--- config.mk ---
export PLATFORM = sky130hd
export DESIGN_NAME = ecl_loader
export DESIGN_NICKNAME = d
export VERILOG_FILES = /design/src/hw/ecl_pkg.sv /design/src/hw/ecl_fetch.sv /design/src/hw/ecl_unpack.sv /design/src/hw/ecl_loader.sv
export SDC_FILE = /design/constraint.sdc
export NUM_CORES = 1
export LEC_CHECK = 0
export ABC_AREA = 1
export CAP_MARGIN = 10
export CELL_PAD_IN_SITES_DETAIL_PLACEMENT = 0
export CELL_PAD_IN_SITES_GLOBAL_PLACEMENT = 1
export CORE_MARGIN = 5
export CORE_UTILIZATION = 45
export CTS_CLUSTER_DIAMETER = 60
export DETAILED_ROUTE_END_ITERATION = 12
export DONT_BUFFER_PORTS = 1
export PLACE_DENSITY = 0.8
export SETUP_SLACK_MARGIN = 0.2
export SYNTH_ARGS = -nofsm -noshare
export SYNTH_HDL_FRONTEND = slang
export SYNTH_SLANG_ARGS = --single-unit
export TNS_END_PERCENT = 50
--- constraint.sdc ---
create_clock -name aclk -period 4 [get_ports aclk]
set_input_delay 0.4 -clock aclk [delete_from_list [all_inputs] [get_ports aclk]]
set_output_delay 0.4 -clock aclk [all_outputs]
set_load 0.01 [all_outputs]
--- src/hw/ecl_pkg.sv ---
// Constants for the power-up configuration loader.
// Assumes a byte-wide configuration memory read port on the same clock.
package ecl_pkg;
  // Configuration memory layout
  localparam logic [7:0]  EE_SIG_ADDR   = 8'h00;
  localparam logic [7:0]  EE_LOAD_BASE  = 8'h04;
  localparam logic [7:0]  SIGNATURE     = 8'hA5;
  localparam int          LOAD_BYTES    = 22;
  localparam logic [4:0]  STEP_LAST     = 5'd21;
  localparam logic [4:0]  STEP_POLL_FS  = 5'd16;
  localparam logic [4:0]  STEP_POLL_HS  = 5'd17;
  localparam logic [4:0]  STEP_POLL_SS  = 5'd18;
  localparam logic [4:0]  STEP_BURST    = 5'd19;
  localparam logic [4:0]  STEP_PWR_U2   = 5'd20;
  localparam logic [4:0]  STEP_PWR_U3   = 5'd21;

  // Built-in defaults when no memory is attached
  localparam logic [7:0]  DEF_POLL_FS   = 8'h01;
  localparam logic [7:0]  DEF_POLL_HS   = 8'h04;
  localparam logic [7:0]  DEF_POLL_SS   = 8'h06;
  localparam logic [7:0]  DEF_BURST     = 8'h07;
  localparam logic [31:0] DEF_FLAG0     = 32'h0000_0008;
  localparam logic [31:0] DEF_FLAG1     = 32'h1620_6935;
  localparam logic [31:0] DEF_FLAG2     = 32'h0000_0900;
  localparam logic [31:0] DEF_FLAG3     = 32'h0000_0005;
  localparam logic [7:0]  DEF_PWR_U2    = 8'hFA;
  localparam logic [7:0]  DEF_PWR_U3    = 8'h70;

  // Flag word 1 fields
  localparam int F1_DMID_MSB = 29;
  localparam int F1_DMID_LSB = 24;
  localparam int F1_DHI_MSB  = 21;
  localparam int F1_DHI_LSB  = 16;
  localparam int F1_FULL_MSB = 14;
  localparam int F1_FULL_LSB = 8;
  localparam int F1_LOW_MSB  = 6;
  localparam int F1_LOW_LSB  = 0;
  localparam logic [31:0] F1_USED = 32'h3F3F_7F7F;
  // Flag word 2 fields
  localparam int F2_LOS_MSB  = 12;
  localparam int F2_LOS_LSB  = 8;
  localparam int F2_TERM_MSB = 4;
  localparam int F2_TERM_LSB = 0;
  localparam logic [31:0] F2_USED = 32'h0000_1F1F;
  // Flag word 3 fields
  localparam int F3_RNG_MSB  = 2;
  localparam int F3_RNG_LSB  = 1;
  localparam int F3_ON_BIT   = 0;
  localparam logic [31:0] F3_USED = 32'h0000_0007;

  // Register byte offsets
  localparam logic [7:0] OFS_CTRL    = 8'h00;
  localparam logic [7:0] OFS_STATUS  = 8'h04;
  localparam logic [7:0] OFS_FLAG0   = 8'h08;
  localparam logic [7:0] OFS_FLAG1   = 8'h0C;
  localparam logic [7:0] OFS_FLAG2   = 8'h10;
  localparam logic [7:0] OFS_FLAG3   = 8'h14;
  localparam logic [7:0] OFS_PHY_A   = 8'h18;
  localparam logic [7:0] OFS_PHY_B   = 8'h1C;
  localparam logic [7:0] OFS_PLL     = 8'h20;
  localparam logic [7:0] OFS_USB     = 8'h24;
  localparam logic [7:0] OFS_PWR     = 8'h28;
  localparam int         CTRL_RELOAD = 0;
  localparam int         ST_DONE     = 0;
  localparam int         ST_PRESENT  = 1;
  localparam int         ST_BUSY     = 2;

  localparam logic [1:0] RESP_OKAY   = 2'b00;
  localparam logic [1:0] RESP_SLVERR = 2'b10;
endpackage : ecl_pkg

--- src/hw/ecl_fetch.sv ---
// One byte read from the configuration memory per start pulse.
// Assumes the memory port acknowledges with a one-cycle pulse, same clock.
`timescale 1ns/1ps
module ecl_fetch (
  input  wire logic       aclk,        // Clock
  input  wire logic       aresetn,     // Synchronous reset, low
  input  wire logic       start,       // Begin a read
  input  wire logic [7:0] addr,        // Byte address
  output logic            done,        // Read finished, pulse
  output logic [7:0]      data,        // Byte read
  output logic            ee_rd_req,   // Read request level
  output logic [7:0]      ee_rd_addr,  // Read address
  input  wire logic       ee_rd_ack,   // Data valid pulse
  input  wire logic [7:0] ee_rd_data   // Read data
);
  always_ff @(posedge aclk) begin
    if (!aresetn) begin
      ee_rd_req  <= 1'b0;
      ee_rd_addr <= 8'h00;
    end else if (start) begin
      ee_rd_req  <= 1'b1;
      ee_rd_addr <= addr;
    end else if (ee_rd_ack) begin
      ee_rd_req  <= 1'b0;
    end
  end

  always_ff @(posedge aclk) begin
    if (!aresetn) begin
      done <= 1'b0;
      data <= 8'h00;
    end else begin
      done <= ee_rd_req && ee_rd_ack;
      if (ee_rd_req && ee_rd_ack) begin
        data <= ee_rd_data;
      end
    end
  end
endmodule : ecl_fetch

--- src/hw/ecl_unpack.sv ---
// Spreads flag words 1 to 3 into PHY and PLL fields on an apply pulse.
// Assumes the flag words are stable in the apply cycle.
`timescale 1ns/1ps
module ecl_unpack (
  input  wire logic        aclk,                      // Clock
  input  wire logic        aresetn,                   // Sync reset, low
  input  wire logic        apply,                     // Take new words
  input  wire logic [31:0] flag1,                     // Flag word 1
  input  wire logic [31:0] flag2,                     // Flag word 2
  input  wire logic [31:0] flag3,                     // Flag word 3
  output logic [5:0]       phy_deemph_mid_level,      // De-emphasis 3.5 dB
  output logic [5:0]       phy_deemph_high_level,     // De-emphasis 6 dB
  output logic [6:0]       phy_amp_full_swing,        // Full swing amplitude
  output logic [6:0]       phy_amp_low_swing,         // Low swing amplitude
  output logic [4:0]       phy_signal_loss_threshold, // Loss of signal level
  output logic [4:0]       phy_termination_trim,      // Termination offset
  output logic [1:0]       pll_spread_range,          // Spread range
  output logic             pll_spread_on              // Spread enable
);
  always_ff @(posedge aclk) begin
    if (!aresetn) begin
      phy_deemph_mid_level      <= '0;
      phy_deemph_high_level     <= '0;
      phy_amp_full_swing        <= '0;
      phy_amp_low_swing         <= '0;
      phy_signal_loss_threshold <= '0;
      phy_termination_trim      <= '0;
      pll_spread_range          <= '0;
      pll_spread_on             <= 1'b0;
    end else if (apply) begin
      phy_deemph_mid_level  <=
        flag1[ecl_pkg::F1_DMID_MSB:ecl_pkg::F1_DMID_LSB];
      phy_deemph_high_level <=
        flag1[ecl_pkg::F1_DHI_MSB:ecl_pkg::F1_DHI_LSB];
      phy_amp_full_swing    <=
        flag1[ecl_pkg::F1_FULL_MSB:ecl_pkg::F1_FULL_LSB];
      phy_amp_low_swing     <=
        flag1[ecl_pkg::F1_LOW_MSB:ecl_pkg::F1_LOW_LSB];
      phy_signal_loss_threshold <=
        flag2[ecl_pkg::F2_LOS_MSB:ecl_pkg::F2_LOS_LSB];
      phy_termination_trim  <=
        flag2[ecl_pkg::F2_TERM_MSB:ecl_pkg::F2_TERM_LSB];
      pll_spread_range      <=
        flag3[ecl_pkg::F3_RNG_MSB:ecl_pkg::F3_RNG_LSB];
      pll_spread_on         <= flag3[ecl_pkg::F3_ON_BIT];
    end
  end
endmodule : ecl_unpack

--- src/hw/ecl_loader.sv ---
// Power-up configuration loader with AXI4-Lite status and readback.
// Assumes a byte read port to the configuration memory on aclk.
//
// Overview of operation
// - Present only when address zero holds signature.
// - Bad signature: use built-in defaults instead.
// - Flag1 bits 29:24 set mid de-emphasis.
// - Flag1 bits 21:16 set high de-emphasis.
// - Flag1 bits 14:8 set full swing amplitude.
// - Flag1 bits 6:0 set low swing amplitude.
// - Flag2 bits 12:8 set loss threshold.
// - Flag2 bits 4:0 set termination trim.
// - Flag3 bits 2:1 set spread range.
// - Flag3 bit 0 sets spread enable.
// - Absent: polling intervals 01h, 04h, 06h.
// - Absent: bulk-out burst size 07h.
// - Absent: flag words take built-in defaults.
// - Absent: max power FAh, or 70h super-speed.
`timescale 1ns/1ps
module ecl_loader (
  input  wire logic        aclk,          // Clock, 250 MHz
  input  wire logic        aresetn,       // Sync reset, low
  // AXI4-Lite slave
  input  wire logic [7:0]  s_awaddr,      // Write address
  input  wire logic        s_awvalid,     // Write address valid
  output logic             s_awready,     // Write address ready
  input  wire logic [31:0] s_wdata,       // Write data
  input  wire logic [3:0]  s_wstrb,       // Write strobes
  input  wire logic        s_wvalid,      // Write data valid
  output logic             s_wready,      // Write data ready
  output logic [1:0]       s_bresp,       // Write response
  output logic             s_bvalid,      // Write response valid
  input  wire logic        s_bready,      // Write response ready
  input  wire logic [7:0]  s_araddr,      // Read address
  input  wire logic        s_arvalid,     // Read address valid
  output logic             s_arready,     // Read address ready
  output logic [31:0]      s_rdata,       // Read data
  output logic [1:0]       s_rresp,       // Read response
  output logic             s_rvalid,      // Read data valid
  input  wire logic        s_rready,      // Read data ready
  // Configuration memory port
  output logic             ee_rd_req,     // Read request
  output logic [7:0]       ee_rd_addr,    // Read address
  input  wire logic        ee_rd_ack,     // Read data valid pulse
  input  wire logic [7:0]  ee_rd_data,    // Read data
  // Device state
  input  wire logic        usb3_mode,     // Super-speed link active
  output logic             cfg_done,      // Load finished
  output logic             cfg_present,   // Memory found
  output logic [7:0]       poll_fs,       // Full-speed polling interval
  output logic [7:0]       poll_hs,       // High-speed polling interval
  output logic [7:0]       poll_ss,       // Super-speed polling interval
  output logic [7:0]       bulk_burst,    // Bulk-out max burst
  output logic [7:0]       max_power,     // Reported max power
  output logic [5:0]       phy_deemph_mid_level,      // De-emph 3.5 dB
  output logic [5:0]       phy_deemph_high_level,     // De-emph 6 dB
  output logic [6:0]       phy_amp_full_swing,        // Full swing
  output logic [6:0]       phy_amp_low_swing,         // Low swing
  output logic [4:0]       phy_signal_loss_threshold, // Phy_signal_loss_threshold
  output logic [4:0]       phy_termination_trim,      // Term offset
  output logic [1:0]       pll_spread_range,          // Spread range
  output logic             pll_spread_on              // Spread enable
);
  typedef enum logic [2:0] {
    ST_START, ST_SIG, ST_LREQ, ST_LWAIT, ST_APPLY, ST_IDLE
  } ecl_state_e;

  ecl_state_e  state_reg;
  logic [4:0]  step_reg;
  logic [31:0] flag_reg [4];
  logic [7:0]  pwr_u2_reg;
  logic [7:0]  pwr_u3_reg;
  logic        fetch_start;
  logic [7:0]  fetch_addr;
  logic        fetch_done;
  logic [7:0]  fetch_data;
  logic        apply;
  logic        reload;

  function automatic logic [7:0] load_addr(input logic [4:0] step);
    load_addr = ecl_pkg::EE_LOAD_BASE + {3'b000, step};
  endfunction : load_addr

  assign fetch_start = (state_reg == ST_START) || (state_reg == ST_LREQ);
  assign fetch_addr  = (state_reg == ST_START) ? ecl_pkg::EE_SIG_ADDR
                                               : load_addr(step_reg);
  assign apply       = (state_reg == ST_APPLY);

  ecl_fetch u_fetch (
    .aclk       (aclk),
    .aresetn    (aresetn),
    .start      (fetch_start),
    .addr       (fetch_addr),
    .done       (fetch_done),
    .data       (fetch_data),
    .ee_rd_req  (ee_rd_req),
    .ee_rd_addr (ee_rd_addr),
    .ee_rd_ack  (ee_rd_ack),
    .ee_rd_data (ee_rd_data)
  );

  // Load sequencer
  always_ff @(posedge aclk) begin
    if (!aresetn) begin
      state_reg <= ST_START;
      step_reg  <= 5'd0;
    end else begin
      case (state_reg)
        ST_START: state_reg <= ST_SIG;
        ST_SIG: begin
          if (fetch_done) begin
            step_reg  <= 5'd0;
            state_reg <= (fetch_data == ecl_pkg::SIGNATURE) ? ST_LREQ
                                                            : ST_APPLY;
          end
        end
        ST_LREQ: state_reg <= ST_LWAIT;
        ST_LWAIT: begin
          if (fetch_done) begin
            step_reg  <= step_reg + 5'd1;
            state_reg <= (step_reg == ecl_pkg::STEP_LAST) ? ST_APPLY
                                                          : ST_LREQ;
          end
        end
        ST_APPLY: state_reg <= ST_IDLE;
        ST_IDLE:  if (reload) state_reg <= ST_START;
        default:  state_reg <= ST_START;
      endcase
    end
  end

  always_ff @(posedge aclk) begin
    if (!aresetn) begin
      cfg_present <= 1'b0;
      cfg_done    <= 1'b0;
    end else begin
      if (state_reg == ST_SIG && fetch_done) begin
        cfg_present <= (fetch_data == ecl_pkg::SIGNATURE);
      end
      if (state_reg == ST_START) begin
        cfg_done <= 1'b0;
      end else if (apply) begin
        cfg_done <= 1'b1;
      end
    end
  end

  // Loaded or default settings
  always_ff @(posedge aclk) begin
    if (!aresetn) begin
      for (int i = 0; i < 4; i++) flag_reg[i] <= 32'h0000_0000;
      poll_fs    <= 8'h00;
      poll_hs    <= 8'h00;
      poll_ss    <= 8'h00;
      bulk_burst <= 8'h00;
      pwr_u2_reg <= 8'h00;
      pwr_u3_reg <= 8'h00;
    end else if (state_reg == ST_SIG && fetch_done &&
                 fetch_data != ecl_pkg::SIGNATURE) begin
      flag_reg[0] <= ecl_pkg::DEF_FLAG0;
      flag_reg[1] <= ecl_pkg::DEF_FLAG1;
      flag_reg[2] <= ecl_pkg::DEF_FLAG2;
      flag_reg[3] <= ecl_pkg::DEF_FLAG3;
      poll_fs     <= ecl_pkg::DEF_POLL_FS;
      poll_hs     <= ecl_pkg::DEF_POLL_HS;
      poll_ss     <= ecl_pkg::DEF_POLL_SS;
      bulk_burst  <= ecl_pkg::DEF_BURST;
      pwr_u2_reg  <= ecl_pkg::DEF_PWR_U2;
      pwr_u3_reg  <= ecl_pkg::DEF_PWR_U3;
    end else if (state_reg == ST_LWAIT && fetch_done) begin
      case (step_reg)
        ecl_pkg::STEP_POLL_FS: poll_fs    <= fetch_data;
        ecl_pkg::STEP_POLL_HS: poll_hs    <= fetch_data;
        ecl_pkg::STEP_POLL_SS: poll_ss    <= fetch_data;
        ecl_pkg::STEP_BURST:   bulk_burst <= fetch_data;
        ecl_pkg::STEP_PWR_U2:  pwr_u2_reg <= fetch_data;
        ecl_pkg::STEP_PWR_U3:  pwr_u3_reg <= fetch_data;
        default: flag_reg[step_reg[3:2]][{step_reg[1:0], 3'b000} +: 8]
                   <= fetch_data; // Little-endian flag words
      endcase
    end
  end

  always_ff @(posedge aclk) begin
    if (!aresetn) begin
      max_power <= 8'h00;
    end else begin
      max_power <= usb3_mode ? pwr_u3_reg : pwr_u2_reg;
    end
  end

  // Only field slices reach the PHY, reserved bits drop out
  ecl_unpack u_unpack (
    .aclk                      (aclk),
    .aresetn                   (aresetn),
    .apply                     (apply),
    .flag1                     (flag_reg[1]),
    .flag2                     (flag_reg[2]),
    .flag3                     (flag_reg[3]),
    .phy_deemph_mid_level      (phy_deemph_mid_level),
    .phy_deemph_high_level     (phy_deemph_high_level),
    .phy_amp_full_swing        (phy_amp_full_swing),
    .phy_amp_low_swing         (phy_amp_low_swing),
    .phy_signal_loss_threshold (phy_signal_loss_threshold),
    .phy_termination_trim      (phy_termination_trim),
    .pll_spread_range          (pll_spread_range),
    .pll_spread_on             (pll_spread_on)
  );

  // PHY register images for readback
  logic [31:0] phy_param_reg_a;
  logic [31:0] phy_param_reg_b;
  logic [31:0] phy_pll_control_reg;
  assign phy_param_reg_a = {2'b00, phy_deemph_mid_level, 2'b00,
                            phy_deemph_high_level, 1'b0, phy_amp_full_swing,
                            1'b0, phy_amp_low_swing};
  assign phy_param_reg_b = {19'h0_0000, phy_signal_loss_threshold, 3'b000,
                            phy_termination_trim};
  assign phy_pll_control_reg = {29'h0000_0000, pll_spread_range,
                                pll_spread_on};

  // AXI4-Lite write path, address and data in either order
  logic       aw_got_reg;
  logic       w_got_reg;
  logic [7:0] aw_addr_reg;
  logic [3:0] w_strb_reg;
  logic [31:0] w_data_reg;
  logic       wr_fire;

  assign s_awready = !aw_got_reg && !s_bvalid;
  assign s_wready  = !w_got_reg && !s_bvalid;
  assign wr_fire   = aw_got_reg && w_got_reg && !s_bvalid;
  assign reload    = wr_fire && aw_addr_reg == ecl_pkg::OFS_CTRL &&
                     w_strb_reg[0] && w_data_reg[ecl_pkg::CTRL_RELOAD];

  always_ff @(posedge aclk) begin
    if (!aresetn) begin
      aw_got_reg  <= 1'b0;
      w_got_reg   <= 1'b0;
      aw_addr_reg <= 8'h00;
      w_strb_reg  <= 4'h0;
      w_data_reg  <= 32'h0000_0000;
      s_bvalid    <= 1'b0;
      s_bresp     <= ecl_pkg::RESP_OKAY;
    end else begin
      if (s_awvalid && s_awready) begin
        aw_got_reg  <= 1'b1;
        aw_addr_reg <= s_awaddr;
      end
      if (s_wvalid && s_wready) begin
        w_got_reg  <= 1'b1;
        w_strb_reg <= s_wstrb;
        w_data_reg <= s_wdata;
      end
      if (wr_fire) begin
        aw_got_reg <= 1'b0;
        w_got_reg  <= 1'b0;
        s_bvalid   <= 1'b1;
        s_bresp    <= (aw_addr_reg == ecl_pkg::OFS_CTRL)
                      ? ecl_pkg::RESP_OKAY : ecl_pkg::RESP_SLVERR;
      end else if (s_bvalid && s_bready) begin
        s_bvalid <= 1'b0;
      end
    end
  end

  // AXI4-Lite read path
  assign s_arready = !s_rvalid;

  always_ff @(posedge aclk) begin
    if (!aresetn) begin
      s_rvalid <= 1'b0;
      s_rdata  <= 32'h0000_0000;
      s_rresp  <= ecl_pkg::RESP_OKAY;
    end else if (s_arvalid && s_arready) begin
      s_rvalid <= 1'b1;
      s_rresp  <= ecl_pkg::RESP_OKAY;
      case (s_araddr)
        ecl_pkg::OFS_CTRL:   s_rdata <= 32'h0000_0000;
        ecl_pkg::OFS_STATUS: s_rdata <= {29'h0000_0000,
                                         state_reg != ST_IDLE,
                                         cfg_present, cfg_done};
        ecl_pkg::OFS_FLAG0:  s_rdata <= flag_reg[0];
        ecl_pkg::OFS_FLAG1:  s_rdata <= flag_reg[1];
        ecl_pkg::OFS_FLAG2:  s_rdata <= flag_reg[2];
        ecl_pkg::OFS_FLAG3:  s_rdata <= flag_reg[3];
        ecl_pkg::OFS_PHY_A:  s_rdata <= phy_param_reg_a;
        ecl_pkg::OFS_PHY_B:  s_rdata <= phy_param_reg_b;
        ecl_pkg::OFS_PLL:    s_rdata <= phy_pll_control_reg;
        ecl_pkg::OFS_USB:    s_rdata <= {bulk_burst, poll_ss, poll_hs,
                                         poll_fs};
        ecl_pkg::OFS_PWR:    s_rdata <= {8'h00, pwr_u3_reg, pwr_u2_reg,
                                         max_power};
        default: begin
          s_rdata <= 32'h0000_0000;
          s_rresp <= ecl_pkg::RESP_SLVERR;
        end
      endcase
    end else if (s_rvalid && s_rready) begin
      s_rvalid <= 1'b0;
    end
  end
endmodule : ecl_loader

==> impl_metrics.toml <==
[power]
power_density_mw_per_mm2 = 473
ir_drop_mv = 0.223
power_mw = 6.99
power_leakage_nw = 6.09

[synth]
synthTopCellsByArea = "edfxtp_1 (29%), dfxtp_1 (25%), nand2_1 (14%)"
ys_ff_latch = 297
synth_edf_count = 128
synth_async_sr_flop_share_pct = 0
synth_cell_type_count = 35
synth_ff_type = "dfxtp_1"
synth.avg_cell_area_um2 = 7.77
synth_area_leader_cell = "edfxtp_1"
syn_inst = 1713
netlist.area_leader.share_pct = 28.9
synth_area_mm2 = 0.0133
ys_warn_count = 0
ys_seq_area_share_pct = 54.3

[layout]
area_delta_synth_final_pct = 11.1
final_nets = 1768
regArea_mm2 = 0.00723
fin_cells = 2107
largest_reg_flops = 128
fill_cells = 2840
drive_above_1_share_pct = 5.83
post-route-util_pct = 50.3
fin_area_mm2 = 0.0148
multiInputGateArea_mm2 = 0.00529

[die]
io_pins = 200
dieArea_mm2 = 0.0331
die_h_um = 182
die_w_um = 182
fp-row-count = 63
core_mm2 = 0.0294
initial_core_util_pct = 45.3

[placed_design]
hpwl_um = 29500
postPlaceCellArea_mm2 = 0.0136
pre_cts_ws_ns = 0.679
dp.cells = 2044
place_congestion = 0.902
io_buffers = 0

[routing]
wl_per_cell_um = 19.7
met2WireLength_um = 19000
drt-initial-drc-count = 1065
drtAntennaViolNets = 0
top_layer_used = "met4"
wl_met3_um = 4280
drc_errors = 0
drt-met1-wl_um = 17500
vias = 11100
totalWireLength_um = 41600
vias_per_cell = 5.28
drtPass1Iterations = 5

[grt]
grt_antenna_before_repair = 0
grt_pass1_wl_um = 64100
grt_max_degree = 89
grt.overflow.total = 0
grt_pass1_vias = 10500
grt_usage_pct = 25.0

[timing]
fin_crit_ns = 3.31
finalSetupViolCount = 0
hold_ws_ns = 0.0494
finalClockSkew_ns = 0.0279
fmax_ghz = 0.302
timing.final.crit_share_pct = 82.7
tns_ns = 0
max_slew_margin_pct = 34.0
grt_setup_unrepaired = "no"
drv_slew = 0
finalHoldViolCount = 0
worstMarginPinSlew_ns = 0.990
setup_ws_ns = 0.691

[cts]
insertion_delay_ns = 0.52
cts_resized = 0
cts_made_buffers = 34
cts_root_buf = "clkbuf_16"
cts_tree = "built"
clk_pin_slew_worst_paths_ns = 0.06
htreeDepth = 2
numClockSinks = 297
clockBufferDepth = 3

[setup_path]
cp-start-kind = "register"
path_class = "register to register"
crit_required_ns = 4.16
end_kind = "register"
arrival_ns = 3.47
crit_fanout = 11

[run]
maxCapViolCount = 0

[status]
outcome = "completed"

[hold_path]
hold_class = "primary input to register"
## synth_stat cells (9+ instances only)
cell      number
a21oi_1       64
buf_2          9
clkbuf_1      65
dfxtp_1      169
edfxtp_1     128
inv_1        122
nand2_1      497
nand3_1       97
nand3_4       10
nor2_1       345
nor3_1         9
o21ai_0      132
o21ai_1       10
## kinds of logic (layout without fill, tap and decap cells)
kind of cell	Yosys count	after routing	share of synthesized area (%)
buf+inv	212	212	6.26
compound gates	214	214	8.18
xor+xnor	1	1	0.0658
simple gates	980	980	30.4
other cells	1	5	0.0282
fa+ha+maj	8	8	0.752
flops	297	297	54.3
## worst max-delay path: stages, from the launching register on
cell,delay [ns]
dfxtp_1,0.40
inv_1,0.12
ha_1,0.40
nand2_1,0.19
nor2_1,0.09
nor2_1,0.09
nand3_1,0.11
nor3_4,0.68
nand3_2,0.39
nand2_1,0.47
## final cells by class
type / count / area share [%]
inverter: 129 / 3.27
sequential: 297 / 48.8
antenna: 1 / 0.0169
tap: 390 / 3.30
clock inverter: 15 / 1.46
clock buffer: 46 / 6.26
timing repair buffer: 22 / 1.13
multi-input combinational: 1207 / 35.7
## path summary, 6_finish.rpt
path	endpoint	startpoint	slack (ns)	cells after the start
worst max-delay path	flag_reg[1][21]$_DFFE_PP_	step_reg[2]$_SDFFE_PN0P_	0.69	9
worst min register to register	aw_addr_reg[0]$_SDFFE_PN0P_	aw_addr_reg[0]$_SDFFE_PN0P_	0.47	2
worst max register to register	flag_reg[1][21]$_DFFE_PP_	step_reg[2]$_SDFFE_PN0P_	0.69	9
worst min-delay path	state_reg[0]$_SDFFE_PN0P_	aresetn	0.05	2
## per-layer routing
metal	track usage (%)	vias to the layer above
met5	0	-
met1	33.9	5166
met4	5.73	0
li1	-	5443
met2	39.9	447
met3	7.11	64
## repair_timing
item                                   in CTS  in global routing
hold buffers                                1                  0
buffers inserted                            0                  0
endpoints found under the hold margin       2                  0
## placed cells by master, fill, tap and decap left out, types with 10 or more instances in the layout
| cell | synthesis | layout |
|---|---|---|
| buf_4 | 4 | 21 |
| inv_1 | 122 | 122 |
| clkbuf_16 | 0 | 34 |
| nand3_1 | 97 | 97 |
| edfxtp_1 | 128 | 128 |
| a21oi_1 | 64 | 64 |
| o21ai_1 | 10 | 10 |
| o21ai_0 | 132 | 132 |
| dfxtp_1 | 169 | 169 |
| nand3_4 | 10 | 10 |
| nand2_1 | 497 | 497 |
| nor2_1 | 345 | 340 |
## where the power goes
| part | switching, mW | leakage [nW] | internal (mW) |
|---|---|---|---|
| Clock | 1.25 | 0.552 | 1.96 |
| Combinational | 0.268 | 2.84 | 0.0896 |
| Sequential | 0.139 | 2.70 | 3.30 |
| Total | 1.65 | 6.09 | 5.34 |
(Power assumes the default switching activity.)
